`config.mk`:
```
export PLATFORM = sky130hd
export DESIGN_NAME = tmsc_timer0
export DESIGN_NICKNAME = d
export VERILOG_FILES = /design/src/rtl/tmsc_pkg.sv /design/src/rtl/tmsc_edge_if.sv /design/src/rtl/tmsc_source_sel.sv /design/src/rtl/tmsc_postscaler.sv /design/src/rtl/tmsc_timer0.sv
export SDC_FILE = /design/constraint.sdc
export NUM_CORES = 1
export LEC_CHECK = 0
export BUFFER_PORTS_ARGS = -buffer_cell sky130_fd_sc_hd__buf_2
export CAP_MARGIN = 10
export CORE_ASPECT_RATIO = 1.75
export CORE_MARGIN = 5
export CORE_UTILIZATION = 62
export CTS_BUF_LIST = sky130_fd_sc_hd__clkbuf_4
export CTS_CLUSTER_DIAMETER = 60
export DETAILED_ROUTE_END_ITERATION = 8
export PLACE_DENSITY_LB_ADDON = 0.3
export SLEW_MARGIN = 0
export SYNTH_ARGS = -nofsm -noshare
export SYNTH_HDL_FRONTEND = slang
export SYNTH_SLANG_ARGS = --single-unit
```
`constraint.sdc`:
```
create_clock -name sys_clk -period 4.2 [get_ports sys_clk]
set_clock_uncertainty 0.05 [all_clocks]
set_input_delay 0.42 -clock sys_clk [delete_from_list [all_inputs] [get_ports sys_clk]]
set_output_delay 0.42 -clock sys_clk [all_outputs]
set_load 0.01 [all_outputs]
```
`src/rtl/tmsc_pkg.sv`:
```
// Package: register offsets, field positions, reset values for the timer
package tmsc_pkg;
    // Register offsets (byte addresses on the plain port)
    localparam logic [3:0] OFF_CONFIG_FIRST = 4'h0;
    localparam logic [3:0] OFF_CONFIG_SECOND = 4'h1;
    localparam logic [3:0] OFF_COUNT_LOW = 4'h2;
    localparam logic [3:0] OFF_COUNT_HIGH = 4'h3;
    localparam logic [3:0] OFF_EVENT_STATUS = 4'h4;
    // First config fields
    localparam int POS_ENABLE = 7;
    localparam int POS_OUT = 5;
    localparam int POS_WIDE = 4;
    localparam int POS_OUTDIV = 0;
    // Second config fields
    localparam int POS_SRC = 5;
    localparam int POS_ASYNC = 4;
    localparam int POS_PRESCALE = 0;
    // Status fields
    localparam int POS_FLAG = 0;
    localparam int POS_IRQ_EN = 1;
    // Reset values
    localparam logic [7:0] RST_CONFIG_FIRST = 8'h00;
    localparam logic [7:0] RST_CONFIG_SECOND = 8'h00;
    localparam logic [7:0] RST_COUNT_LOW = 8'h00;
    localparam logic [7:0] RST_COUNT_HIGH = 8'hFF;
    localparam logic [14:0] RST_PRESCALE_COUNT = 15'h0000;
    localparam logic [3:0] RST_POST_COUNT = 4'h0;
    // Source select codes
    localparam logic [2:0] SRC_EXT_RISE = 3'h0;
    localparam logic [2:0] SRC_SYS = 3'h2;
endpackage

```
`src/rtl/tmsc_edge_if.sv`:
```
// Interface: synchronised clock-source edge strobes into the core
`timescale 1ns/1ps
interface tmsc_edge_if;
    logic tick;
    logic [2:0] srcSel;
    modport producer (input srcSel, output tick);
    modport consumer (output srcSel, input tick);
endinterface

```
`src/rtl/tmsc_source_sel.sv`:
```
// Source selector: synchronises pin clocks and makes one tick per rising edge
`timescale 1ns/1ps
module tmsc_source_sel
    import tmsc_pkg::*;
(
    input wire logic sys_clk,
    input wire logic rst_n,
    input wire logic [7:0] srcPins,
    tmsc_edge_if.producer edge_io
);
    logic [7:0] syncA, syncB, syncC, stable;
    logic [7:0] next_stable;
    logic tick, next_tick;
    logic selNow, selWas;

    // Stable level changes once stages two and three agree
    always_comb begin
        next_stable = stable;
        for (int i = 0; i < 8; i++) begin
            if (syncB[i] == syncC[i]) begin
                next_stable[i] = syncC[i];
            end
        end
        selNow = next_stable[edge_io.srcSel];
        selWas = stable[edge_io.srcSel];
        // Source 2 is the system clock itself: tick every cycle
        if (edge_io.srcSel == SRC_SYS) begin
            next_tick = 1'b1;
        end else begin
            next_tick = selNow & ~selWas;
        end
    end

    // Synchroniser chain and edge detector registers
    always_ff @(posedge sys_clk or negedge rst_n) begin
        if (!rst_n) begin
            syncA <= 8'h00;
            syncB <= 8'h00;
            syncC <= 8'h00;
            stable <= 8'h00;
            tick <= 1'b0;
        end else begin
            syncA <= srcPins;
            syncB <= syncA;
            syncC <= syncB;
            stable <= next_stable;
            tick <= next_tick;
        end
    end

    assign edge_io.tick = tick;
endmodule

```
`src/rtl/tmsc_postscaler.sv`:
```
// Postscaler: divides timer events by N+1 and pulses once per group
`timescale 1ns/1ps
module tmsc_postscaler
    import tmsc_pkg::*;
(
    input wire logic sys_clk,
    input wire logic rst_n,
    input wire logic clearCount,
    input wire logic timerEvent,
    input wire logic [3:0] divSel,
    output logic outPulse
);
    logic [3:0] count, next_count;
    logic next_outPulse;

    // Count events; a write clear overrides and discards partial groups
    always_comb begin
        next_count = count;
        next_outPulse = 1'b0;
        if (clearCount) begin
            next_count = RST_POST_COUNT;
        end else if (timerEvent) begin
            if (count >= divSel) begin
                next_count = RST_POST_COUNT;
                next_outPulse = 1'b1;
            end else begin
                next_count = count + 4'h1;
            end
        end
    end

    // Hidden event count, no software path to it
    always_ff @(posedge sys_clk or negedge rst_n) begin
        if (!rst_n) begin
            count <= RST_POST_COUNT;
            outPulse <= 1'b0;
        end else begin
            count <= next_count;
            outPulse <= next_outPulse;
        end
    end
endmodule

```
`src/rtl/tmsc_timer0.sv`:
```
// Timer/counter top: registers, prescaler, count, flag and output
// What this block does
// - Three-bit field in second config picks the counting clock source.
// - Internal source: count once per prescaled group of clock periods.
// - External source: count once per prescaled group of rising edges.
// - Four-bit prescale field picks divide by 1 up to 32768.
// - Prescaler count cannot be read or loaded by software.
// - Writing low count or second config clears the prescaler.
// - Postscaler divides events by 1 to 16 via first config field.
// - Postscaler count cannot be read or loaded by software.
// - Writing low count or first config clears the postscaler.
// - Synchronous mode halts counting while the device sleeps.
// - Asynchronous mode counts in sleep and wakes device if enabled.
// - Event on 8-bit match with compare byte or 16-bit rollover.
// - Flag sets once every N+1 timer events.
// - Output toggles on each postscaled pulse, giving 50% duty.
//
// Local design decisions: the plain strobed port and the register offsets.
`timescale 1ns/1ps
module tmsc_timer0
    import tmsc_pkg::*;
#(
    parameter int PRESCALE_BITS = 15
)
(
    input wire logic sys_clk,
    input wire logic rst_n,
    input wire logic [3:0] regAddr,
    input wire logic [7:0] regWdata,
    input wire logic regWr,
    input wire logic regRd,
    output logic [7:0] regRdata,
    input wire logic [7:0] srcPins,
    input wire logic sleepMode,
    output logic timerOut,
    output logic eventFlag,
    output logic wakeReq
);
    logic [7:0] cfgFirst, next_cfgFirst;
    logic [7:0] cfgSecond, next_cfgSecond;
    logic [7:0] countLow, next_countLow;
    logic [7:0] countHigh, next_countHigh;
    logic [7:0] next_regRdata;
    logic flag, next_flag, irqEn, next_irqEn;
    logic outLvl, next_outLvl, next_wakeReq;
    logic [PRESCALE_BITS-1:0] preCount, next_preCount;
    logic matchPend, next_matchPend;
    logic preTick, advance, timerEvent, postPulse;
    logic wrLow, wrHigh, wrFirst, wrSecond, wrStatus;
    logic enable, wide, asyncMode, halted;
    logic [3:0] prescaleSel;
    logic [15:0] fullCount;

    tmsc_edge_if edge_io ();

    tmsc_source_sel u_src (
        .sys_clk(sys_clk),
        .rst_n(rst_n),
        .srcPins(srcPins),
        .edge_io(edge_io)
    );

    tmsc_postscaler u_post (
        .sys_clk(sys_clk),
        .rst_n(rst_n),
        .clearCount(wrLow | wrFirst),
        .timerEvent(timerEvent),
        .divSel(cfgFirst[POS_OUTDIV +: 4]),
        .outPulse(postPulse)
    );

    // Address decode for writes
    function automatic logic hit(input logic [3:0] a, input logic [3:0] o);
        return a == o;
    endfunction

    assign wrLow = regWr && hit(regAddr, OFF_COUNT_LOW);
    assign wrHigh = regWr && hit(regAddr, OFF_COUNT_HIGH);
    assign wrFirst = regWr && hit(regAddr, OFF_CONFIG_FIRST);
    assign wrSecond = regWr && hit(regAddr, OFF_CONFIG_SECOND);
    assign wrStatus = regWr && hit(regAddr, OFF_EVENT_STATUS);

    // Field views
    assign edge_io.srcSel = cfgSecond[POS_SRC +: 3];
    assign enable = cfgFirst[POS_ENABLE];
    assign wide = cfgFirst[POS_WIDE];
    assign asyncMode = cfgSecond[POS_ASYNC];
    assign prescaleSel = cfgSecond[POS_PRESCALE +: 4];
    assign fullCount = {countHigh, countLow};
    // Synchronous mode stops in sleep; async keeps going
    assign halted = sleepMode && !asyncMode;

    // Prescaler: tick when low prescaleSel bits all ones
    always_comb begin
        next_preCount = preCount;
        preTick = 1'b0;
        if (enable && !halted && edge_io.tick) begin
            if (prescaleSel == 4'h0 ||
                &(preCount | ~((PRESCALE_BITS'(1) << prescaleSel)
                    - PRESCALE_BITS'(1)))) begin
                preTick = 1'b1;
                next_preCount = '0;
            end else begin
                next_preCount = preCount + PRESCALE_BITS'(1);
            end
        end
        // Write clear wins; count never visible on the bus
        if (wrLow || wrSecond) begin
            next_preCount = '0;
        end
    end
    assign advance = preTick;

    // Count, match and rollover
    always_comb begin
        next_countLow = countLow;
        next_countHigh = countHigh;
        next_matchPend = matchPend;
        timerEvent = 1'b0;
        if (advance) begin
            if (wide) begin
                {next_countHigh, next_countLow} = fullCount + 16'h0001;
                timerEvent = (fullCount == 16'hFFFF);
            end else if (matchPend) begin
                next_countLow = 8'h00;
                next_matchPend = 1'b0;
            end else begin
                next_countLow = countLow + 8'h01;
                if (next_countLow == countHigh) begin
                    timerEvent = 1'b1;
                    next_matchPend = 1'b1;
                end
            end
        end
        if (!wide && matchPend && countLow != countHigh) begin
            next_matchPend = 1'b0;
        end
        // Software writes override the count; no 16-bit ISR reload path
        if (wrLow) begin
            next_countLow = regWdata;
            next_matchPend = 1'b0;
        end
        if (wrHigh) begin
            next_countHigh = regWdata;
        end
    end

    // Config, flag, output level, wake and read data
    always_comb begin
        next_cfgFirst = cfgFirst;
        next_cfgSecond = cfgSecond;
        next_irqEn = irqEn;
        next_flag = flag;
        next_outLvl = outLvl;
        if (wrFirst) begin
            next_cfgFirst = regWdata;
        end
        if (wrSecond) begin
            next_cfgSecond = regWdata;
        end
        if (wrStatus) begin
            next_irqEn = regWdata[POS_IRQ_EN];
            if (!regWdata[POS_FLAG]) begin
                next_flag = 1'b0;
            end
        end
        // Hardware set beats a same-cycle clear
        if (postPulse) begin
            next_flag = 1'b1;
            next_outLvl = !outLvl;
        end
        next_wakeReq = sleepMode && asyncMode && irqEn && next_flag;
        next_regRdata = 8'h00;
        if (regRd) begin
            if (hit(regAddr, OFF_CONFIG_FIRST)) begin
                next_regRdata = cfgFirst;
                next_regRdata[POS_OUT] = outLvl;
            end else if (hit(regAddr, OFF_CONFIG_SECOND)) begin
                next_regRdata = cfgSecond;
            end else if (hit(regAddr, OFF_COUNT_LOW)) begin
                next_regRdata = countLow;
            end else if (hit(regAddr, OFF_COUNT_HIGH)) begin
                next_regRdata = countHigh;
            end else if (hit(regAddr, OFF_EVENT_STATUS)) begin
                next_regRdata = {6'h00, irqEn, flag};
            end else begin
                next_regRdata = 8'h00;
            end
        end
    end

    // State registers
    always_ff @(posedge sys_clk or negedge rst_n) begin
        if (!rst_n) begin
            cfgFirst <= RST_CONFIG_FIRST;
            cfgSecond <= RST_CONFIG_SECOND;
            countLow <= RST_COUNT_LOW;
            countHigh <= RST_COUNT_HIGH;
            preCount <= '0;
            matchPend <= 1'b0;
            flag <= 1'b0;
            irqEn <= 1'b0;
            outLvl <= 1'b0;
            regRdata <= 8'h00;
            timerOut <= 1'b0;
            eventFlag <= 1'b0;
            wakeReq <= 1'b0;
        end else begin
            cfgFirst <= next_cfgFirst;
            cfgSecond <= next_cfgSecond;
            countLow <= next_countLow;
            countHigh <= next_countHigh;
            preCount <= next_preCount;
            matchPend <= next_matchPend;
            flag <= next_flag;
            irqEn <= next_irqEn;
            outLvl <= next_outLvl;
            regRdata <= next_regRdata;
            timerOut <= next_outLvl;
            eventFlag <= next_flag;
            wakeReq <= next_wakeReq;
        end
    end

    // Checks: scaler clears and holds
    a_prescale_clear: assert property (
        @(posedge sys_clk) disable iff (!rst_n)
        (wrLow || wrSecond) |=> preCount == '0)
        else $error("prescaler not cleared by write");
    a_post_clear: assert property (
        @(posedge sys_clk) disable iff (!rst_n)
        (wrLow || wrFirst) |=> !postPulse)
        else $error("postscaler pulsed through a clear");
    a_post_div: assert property (
        @(posedge sys_clk) disable iff (!rst_n)
        (timerEvent && cfgFirst[3:0] == 4'h0 && !wrLow && !wrFirst)
        |=> postPulse)
        else $error("1:1 postscale missed an event");
    // Writes may still move the count while halted
    a_sleep_halts: assert property (
        @(posedge sys_clk) disable iff (!rst_n)
        (halted && !wrLow && !wrHigh) |=> $stable(fullCount))
        else $error("count moved in synchronous sleep");
    a_idle_hold: assert property (
        @(posedge sys_clk) disable iff (!rst_n)
        (!enable && !wrLow && !wrHigh) |=> $stable(fullCount))
        else $error("count moved while disabled");

    // Checks: count, match and rollover
    a_count_step: assert property (
        @(posedge sys_clk) disable iff (!rst_n)
        (advance && !wide && !matchPend && !wrLow)
        |=> countLow == $past(countLow) + 8'h01)
        else $error("low byte did not step");
    a_wide_roll: assert property (
        @(posedge sys_clk) disable iff (!rst_n)
        (advance && wide && fullCount == 16'hFFFF && !wrLow && !wrHigh)
        |-> timerEvent ##1 fullCount == 16'h0000)
        else $error("rollover missed");
    a_match_clear: assert property (
        @(posedge sys_clk) disable iff (!rst_n)
        (advance && !wide && matchPend && !wrLow) |=> countLow == 8'h00)
        else $error("low byte not cleared after match");

    // Checks: flag, output and wake; flag and outputs share an edge
    a_flag_set: assert property (
        @(posedge sys_clk) disable iff (!rst_n)
        postPulse |=> flag && eventFlag)
        else $error("flag not set on postscaled pulse");
    a_flag_hold: assert property (
        @(posedge sys_clk) disable iff (!rst_n)
        (flag && !wrStatus) |=> flag)
        else $error("flag dropped without a clear");
    a_out_toggle: assert property (
        @(posedge sys_clk) disable iff (!rst_n)
        postPulse |=> outLvl != $past(outLvl))
        else $error("output did not toggle");
    a_out_pin: assert property (
        @(posedge sys_clk) disable iff (!rst_n)
        postPulse |=> timerOut != $past(timerOut))
        else $error("output pin did not toggle");
    // A same-cycle clear may drop the flag, and the wake goes with it
    a_wake: assert property (
        @(posedge sys_clk) disable iff (!rst_n)
        (sleepMode && asyncMode && irqEn && flag) |=> wakeReq == flag)
        else $error("no wake while flagged in async sleep");
    a_wake_sync: assert property (
        @(posedge sys_clk) disable iff (!rst_n)
        (sleepMode && !asyncMode) |=> !wakeReq)
        else $error("wake raised in synchronous sleep");

    // Checks: register read path
    a_read_low: assert property (
        @(posedge sys_clk) disable iff (!rst_n)
        (regRd && regAddr == OFF_COUNT_LOW) |=> regRdata == $past(countLow))
        else $error("low byte read wrong");

    // Scenarios the bench is expected to reach
    c_event: cover property (@(posedge sys_clk) disable iff (!rst_n)
        timerEvent);
    c_pulse: cover property (@(posedge sys_clk) disable iff (!rst_n)
        postPulse);
    c_wake: cover property (@(posedge sys_clk) disable iff (!rst_n) wakeReq);
    c_roll: cover property (@(posedge sys_clk) disable iff (!rst_n)
        advance && wide && fullCount == 16'hFFFF);
    c_sleep_hold: cover property (@(posedge sys_clk) disable iff (!rst_n)
        halted && enable);
endmodule

```
Yosys cells after proc, flatten, opt, wreduce, memory -nomap -nowiden --
Cells that the tools add are included.
Storage, ports and cells: register bits 98, bits of input ports 25, output and inout bits 11, logic and storage cells 126
Operators by class: $add $sub $neg 5, order comparisons 2, equality and inequality tests 17, shift-type cells 1, multiplexer cells 48, bitwise operators 5, reduce and logical (&&, ||, !) cells 30
Operator list (number):
- 2-to-1 mux 8 bit | 12
- 2-to-1 mux 15 bit | 3
- 2-to-1 mux 1 bit | 27
- adder 16 x 1 -> 16 bit, second input constant | 1
- equality test 16 bit, second input constant | 1
- adder 15 x 1 -> 15 bit, second input constant | 1
- inverter 15 bit | 1
- bitwise OR 15 bit | 1
- AND reduction 15 bit | 1
- left shift 1 x 4 -> 15 bit, first input constant | 1
- subtractor 15 x 1 -> 15 bit, second input constant | 1
- logical AND 1 bit | 13
- 2-to-1 mux 4 bit | 3
- nonzero test 2 bit | 5
- adder 8 x 1 -> 8 bit, second input constant | 1
- equality test 1 bit | 8
- equality test 4 x 2 -> 1 bit, second input constant | 2
- equality test 8 bit | 1
- zero test 4 bit | 2
- != test 8 bit | 1
- binary-select mux 1 bit (select 3 bit) | 2
- adder 4 x 1 -> 4 bit, second input constant | 1
- equality test 4 x 1 -> 1 bit, second input constant | 1
- equality test 4 x 3 -> 1 bit, second input constant | 1
- 12 further kinds | 17

Logic depth before layout (Yosys ltp) --
word-level depth 11, mapped depth 15, depth with buffers taken out 11

By module --
A second synthesis with hierarchy kept.
Second synthesis, totals: cell total of the unflattened synthesis 484, area total of the unflattened synthesis 5084.9 um^2
By module, submodules not included:
- tmsc_timer0 | instances 1, cells each 400, area an instance 3819.9 um^2, seq. area each 1486.4 um^2
- tmsc_source_sel | instances 1, cells each 48, area an instance 897.1 um^2, seq. area each 725.7 um^2
- tmsc_postscaler | instances 1, cells each 36, area an instance 367.9 um^2, seq. area each 125.1 um^2

Least setup slack after synthesis --
OpenSTA, ideal clock, no wires.
kind register to register, from register cfgSecond[3], to register preCount[10], library setup time 0.118 ns, arrival 3.344 ns, required time 4.032 ns, setup slack 0.688 ns, stages on the path, launching flop included 15, path buffers 3, period minus slack after synthesis 3.512 ns, cell sequence dfrtp_1 > clkbuf_1 > nor3_1 > nand2b_1 > ha_1 > clkbuf_1 > and2_1 > o2111ai_1 > a21oi_1 > or4_1 > o31ai_1 > or2_1 > clkbuf_1 > o21ai_0 > a21o_1
On the way: cells in the longest elaborated chain, start to end 9, elaborated cells on any way between the ends 10, classes of those cells add/sub: 1; shift: 1; mux: 3; bitwise: 2; reduce/logical: 3
Ends and longest elaborated chain:
- start: declaration | RTL line tmsc_timer0.sv:40 | logic [7:0] cfgSecond, next_cfgSecond;
- start signal: assignment | RTL line tmsc_timer0.sv:210 | cfgSecond <= next_cfgSecond;
- left shift 1 x 4 -> 15 bit | RTL line tmsc_timer0.sv:99 | &(preCount | ~((PRESCALE_BITS'(1) << prescaleSel)
- subtractor 15 x 1 -> 15 bit | RTL line tmsc_timer0.sv:100 | - PRESCALE_BITS'(1)))) begin
- inverter 15 bit | RTL line tmsc_timer0.sv:99
- bitwise OR 15 bit | RTL line tmsc_timer0.sv:99
- AND reduction 15 bit | RTL line tmsc_timer0.sv:99
- logical OR 1 bit * | RTL line tmsc_timer0.sv:98 | if (prescaleSel == 4'h0 ||
- 2-to-1 mux 15 bit * | RTL line tmsc_timer0.sv:98
- 2-to-1 mux 15 bit * | RTL line tmsc_timer0.sv:97 | if (enable && !halted && edge_io.tick) begin
- 2-to-1 mux 15 bit * | RTL line tmsc_timer0.sv:108 | if (wrLow || wrSecond) begin
- end signal: assignment | RTL line tmsc_timer0.sv:213 | preCount <= next_preCount;
- end: declaration | RTL line tmsc_timer0.sv:46 | logic [PRESCALE_BITS-1:0] preCount, next_preCount;
Mark *: on every way between the ends. The rest lies on a longest branch, timed or not. The select of a mux whose other input is x is not followed. A chain may end at the register's enable or synchronous reset.

Worst setup path in the final report --
from register cfgSecond[3], to register u_post.count[2]
On the way: cells in the longest elaborated chain, start to end 10, elaborated cells on any way between the ends 11, classes of those cells add/sub: 1; shift: 1; mux: 3; bitwise: 2; reduce/logical: 4
Ends and longest elaborated chain:
- left shift 1 x 4 -> 15 bit | RTL line tmsc_timer0.sv:99
- subtractor 15 x 1 -> 15 bit | RTL line tmsc_timer0.sv:100
- inverter 15 bit | RTL line tmsc_timer0.sv:99
- bitwise OR 15 bit | RTL line tmsc_timer0.sv:99
- AND reduction 15 bit | RTL line tmsc_timer0.sv:99
- logical OR 1 bit * | RTL line tmsc_timer0.sv:98
- 2-to-1 mux 1 bit * | RTL line tmsc_timer0.sv:98
- 2-to-1 mux 1 bit * | RTL line tmsc_timer0.sv:97
- 2-to-1 mux 1 bit * | RTL line tmsc_timer0.sv:120 | if (advance) begin
- nonzero test 2 bit (no line) *
- end signal: assignment | RTL line tmsc_postscaler.sv:38 | count <= next_count;
- end: declaration | RTL line tmsc_postscaler.sv:13 | logic [3:0] count, next_count;
Mark *: on every way between the ends. The rest lies on a longest branch, timed or not.

==> run_results.csv <==
group,metric,value,unit
outcome,outcome,"finished clean",
synth,synth_ff_type,"dfrtp_1",
sta,final-max-slew-violation-count,0,
sta,fmax,276,MHz
power_and_ir_drop,p_total,2.34,mW
placed_design,io_buffers,34,
placed_design,gp_congestion,0.900,
sta,finalSetupViolations,0,
worst_setup_path,crit_chain,"nor3_1 > nand2b_1 > ha_1 > and2_1 > o2111ai_1 > a21oi_1 > or4_1 > o22ai_2 > buf_4 > nand2_4 > or4b_1 > a21oi_1",
die,start_util,0.632,
synth,synth_top_area_share,0.448,
cells_and_area,fin_area,5240,um2
die,die_x,76.2,um
worst_setup_path,worst-path-buf-inv,1,
drt,vias_per_cell,6.26,
synth,ys_ff_latch,93,
worst_setup_path,cpPeakStageDelay,560,ps
die,row_count,42,
placed_design,dp_cells,571,
die,coreArea,7510,um2
synth,syn_nets,496,
synth,netlist_area,4750,um2
drt,drt_iter0_markers,256,
worst_setup_path,path_class,"reg2reg",
placed_design,place_area,5020,um2
synth,async_flop_share,1.00,
worst_setup_path,cp.arrival,3990,ps
die,io_pins,36,
cts,root_buffer,"clkbuf_4",
drt,wire_per_inst,18.9,um
sta,max_slew_margin,0.411,
cells_and_area,finalNetCount,535,
worst_setup_path,worst-path-max-fanout,20,
sta,min_period,3620,ps
cts,post_cts_buffers,0,
synth,yosys_warnings,0,
sta,worst_slack,577,ps
sta,finalHoldViolCount,0,
worst_setup_path,crit_top_cell,"a21oi_1",
worst_setup_path,required,4570,ps
cts,clockBufferDepth,2,
grt,overflow,0,
worst_setup_path,r2r_slack,580,ps
worst_setup_path,cpLargestDelayFamily,"simple AND/OR/NAND/NOR gates",
drt,drt_first_pass_iters,5,
grt,antenna_found_initial,1,
worst_hold_path,hp-class,"in2reg",
grt,grt_max_degree,72,
cts,cts_tree,"yes",
worst_setup_path,crit_path_top_delay_cell,"or4_1",
synth,synth_seq_area_share,0.492,
cts,cts_buffers,9,
cells_and_area,drive_gt1_frac,0.178,
cts,clk_pin_slew,160,ps
sta,hold_ws,148,ps
cells_and_area,utilization,0.698,
cts,cts_sinks,93,
sta,period_share,0.863,
power_and_ir_drop,powerDensity,446,nW/um2
grt,grt_pass1_vias,3881,
cells_and_area,final_cell_mix,"dfrtp_1, nand2_1, nor2_1",
grt,grt.total_usage,0.244,
cells_and_area,final_common_cell,"dfrtp_1",
cts,worstSkewPairLatency,480,ps
power_and_ir_drop,p_leak,2.33,nW
cells_and_area,area_growth,10.3,%
drt,ant_nets,0,
synth,yosys.cell_types.count,56,
cells_and_area,stdcell_count,596,
sta,grt_setup_unrepaired,"no",
die,die_h,126,um
power_and_ir_drop,vdd_drop_max,0.276,mV
worst_setup_path,timing.critical_path.to_type,"flop",
worst_setup_path,crit_path_start_kind,"flop",
sta,worst_pin_slew,883,ps
synth,synth_area_leaders,"dfrtp_1, dfstp_2, o21ai_0",
synth,synth_top_area_cell,"dfrtp_1",
drt,drc_errors,0,
synth,syn_inst,463,
drt,routed-via-count,3733,
drt,wirelength,11.3,mm
cts,cts-htree-levels,3,
flow_run,max-cap-violations,0,
synth,synth_edf_count,0,
die,die_area,9580,um2
placed_design,dp_hpwl,8.17,mm
placed_design,place_ws,618,ps
sta,fin_setup_tns,0,ps
grt,grt_pass1_wl,18.4,mm
synth,syn_area_per_cell,10.3,um2
-- worst min-delay path, delay by kind of cell --
| family | cells | cell delay [ps] |
|---|---|---|
| AND/OR/NAND/NOR | 1 | 100 |
| buffers and inverters | 1 | 130 |
| AO/OA/AOI/OAI | 1 | 40 |
-- cells by family after synthesis --
family | synth area share
adder cells (fa/ha/maj) | 0.0358
buffers and inverters | 0.0266
flip-flops | 0.492
AO/OA/AOI/OAI | 0.125
AND/OR/NAND/NOR | 0.210
XOR/XNOR | 0.0498
multiplexers | 0.0606
-- registers in the layout, indices dropped and copies added, names as in the netlist, 4 cells and up --
name and cells:
preCount 15, countLow 8, u_src.syncC 7, countHigh 8, u_src.syncB 7, u_src.syncA 7
u_post.count 4, u_src.stable 7, cfgFirst 7, cfgSecond 8, regRdata 8
-- repair_timing --
action                                 CTS  global route
endpoints found under the hold margin   24             0
hold buffers                             8             0
gates resized for setup                  0             0
-- power breakdown --
part | total (mW) | switching [mW] | internal, mW
Combinational | 0.636 | 0.332 | 0.304
Sequential | 1.20 | 0.175 | 1.03
Clock | 0.496 | 0.351 | 0.145
Total | 2.34 | 0.858 | 1.48
-- final cells by class --
cell class                 count  area [um2]
multi-input combinational    337        2290
fill                         569        2270
clock inverter                 7        77.6
tap                           88         110
antenna                        1        2.50
inverter                      11        41.3
timing repair buffer          50         313
sequential                    93        2340
clock buffer                   9        67.6
-- cell usage after synthesis, types with 10 or more instances --
master     n
inv_1     11
clkbuf_1  19
nor3_1    10
dfrtp_1   85
and3_1    13
nor2b_1   13
o21ai_0   33
a31oi_1   10
xnor2_1   14
nor2_1    34
a21oi_1   21
xor2_1    13
nand2_1   36
mux2_2    10
a21o_1    10
-- final timing paths --
check,from,endpoint,depth (start not counted)
min in group asynchronous,rst_n,u_src.syncA[7],2
worst min register to register,u_src.syncA[3],u_src.syncB[3],0
worst min-delay path,regWdata[2],countHigh[2],3
max in group asynchronous,rst_n,countHigh[6],3
worst max-delay path,cfgSecond[3],u_post.count[2],12
worst max register to register,cfgSecond[3],u_post.count[2],12
-- per-layer routing --
layer  global-route usage  up-vias  share of wire
met1                0.239     1834           0.35
met3               0.0464       46          0.039
met2                0.451      104           0.56
li1                     -     1749              -
met4                0.162        0          0.051
met5                    0        -              0
(Power assumes the default switching activity.)
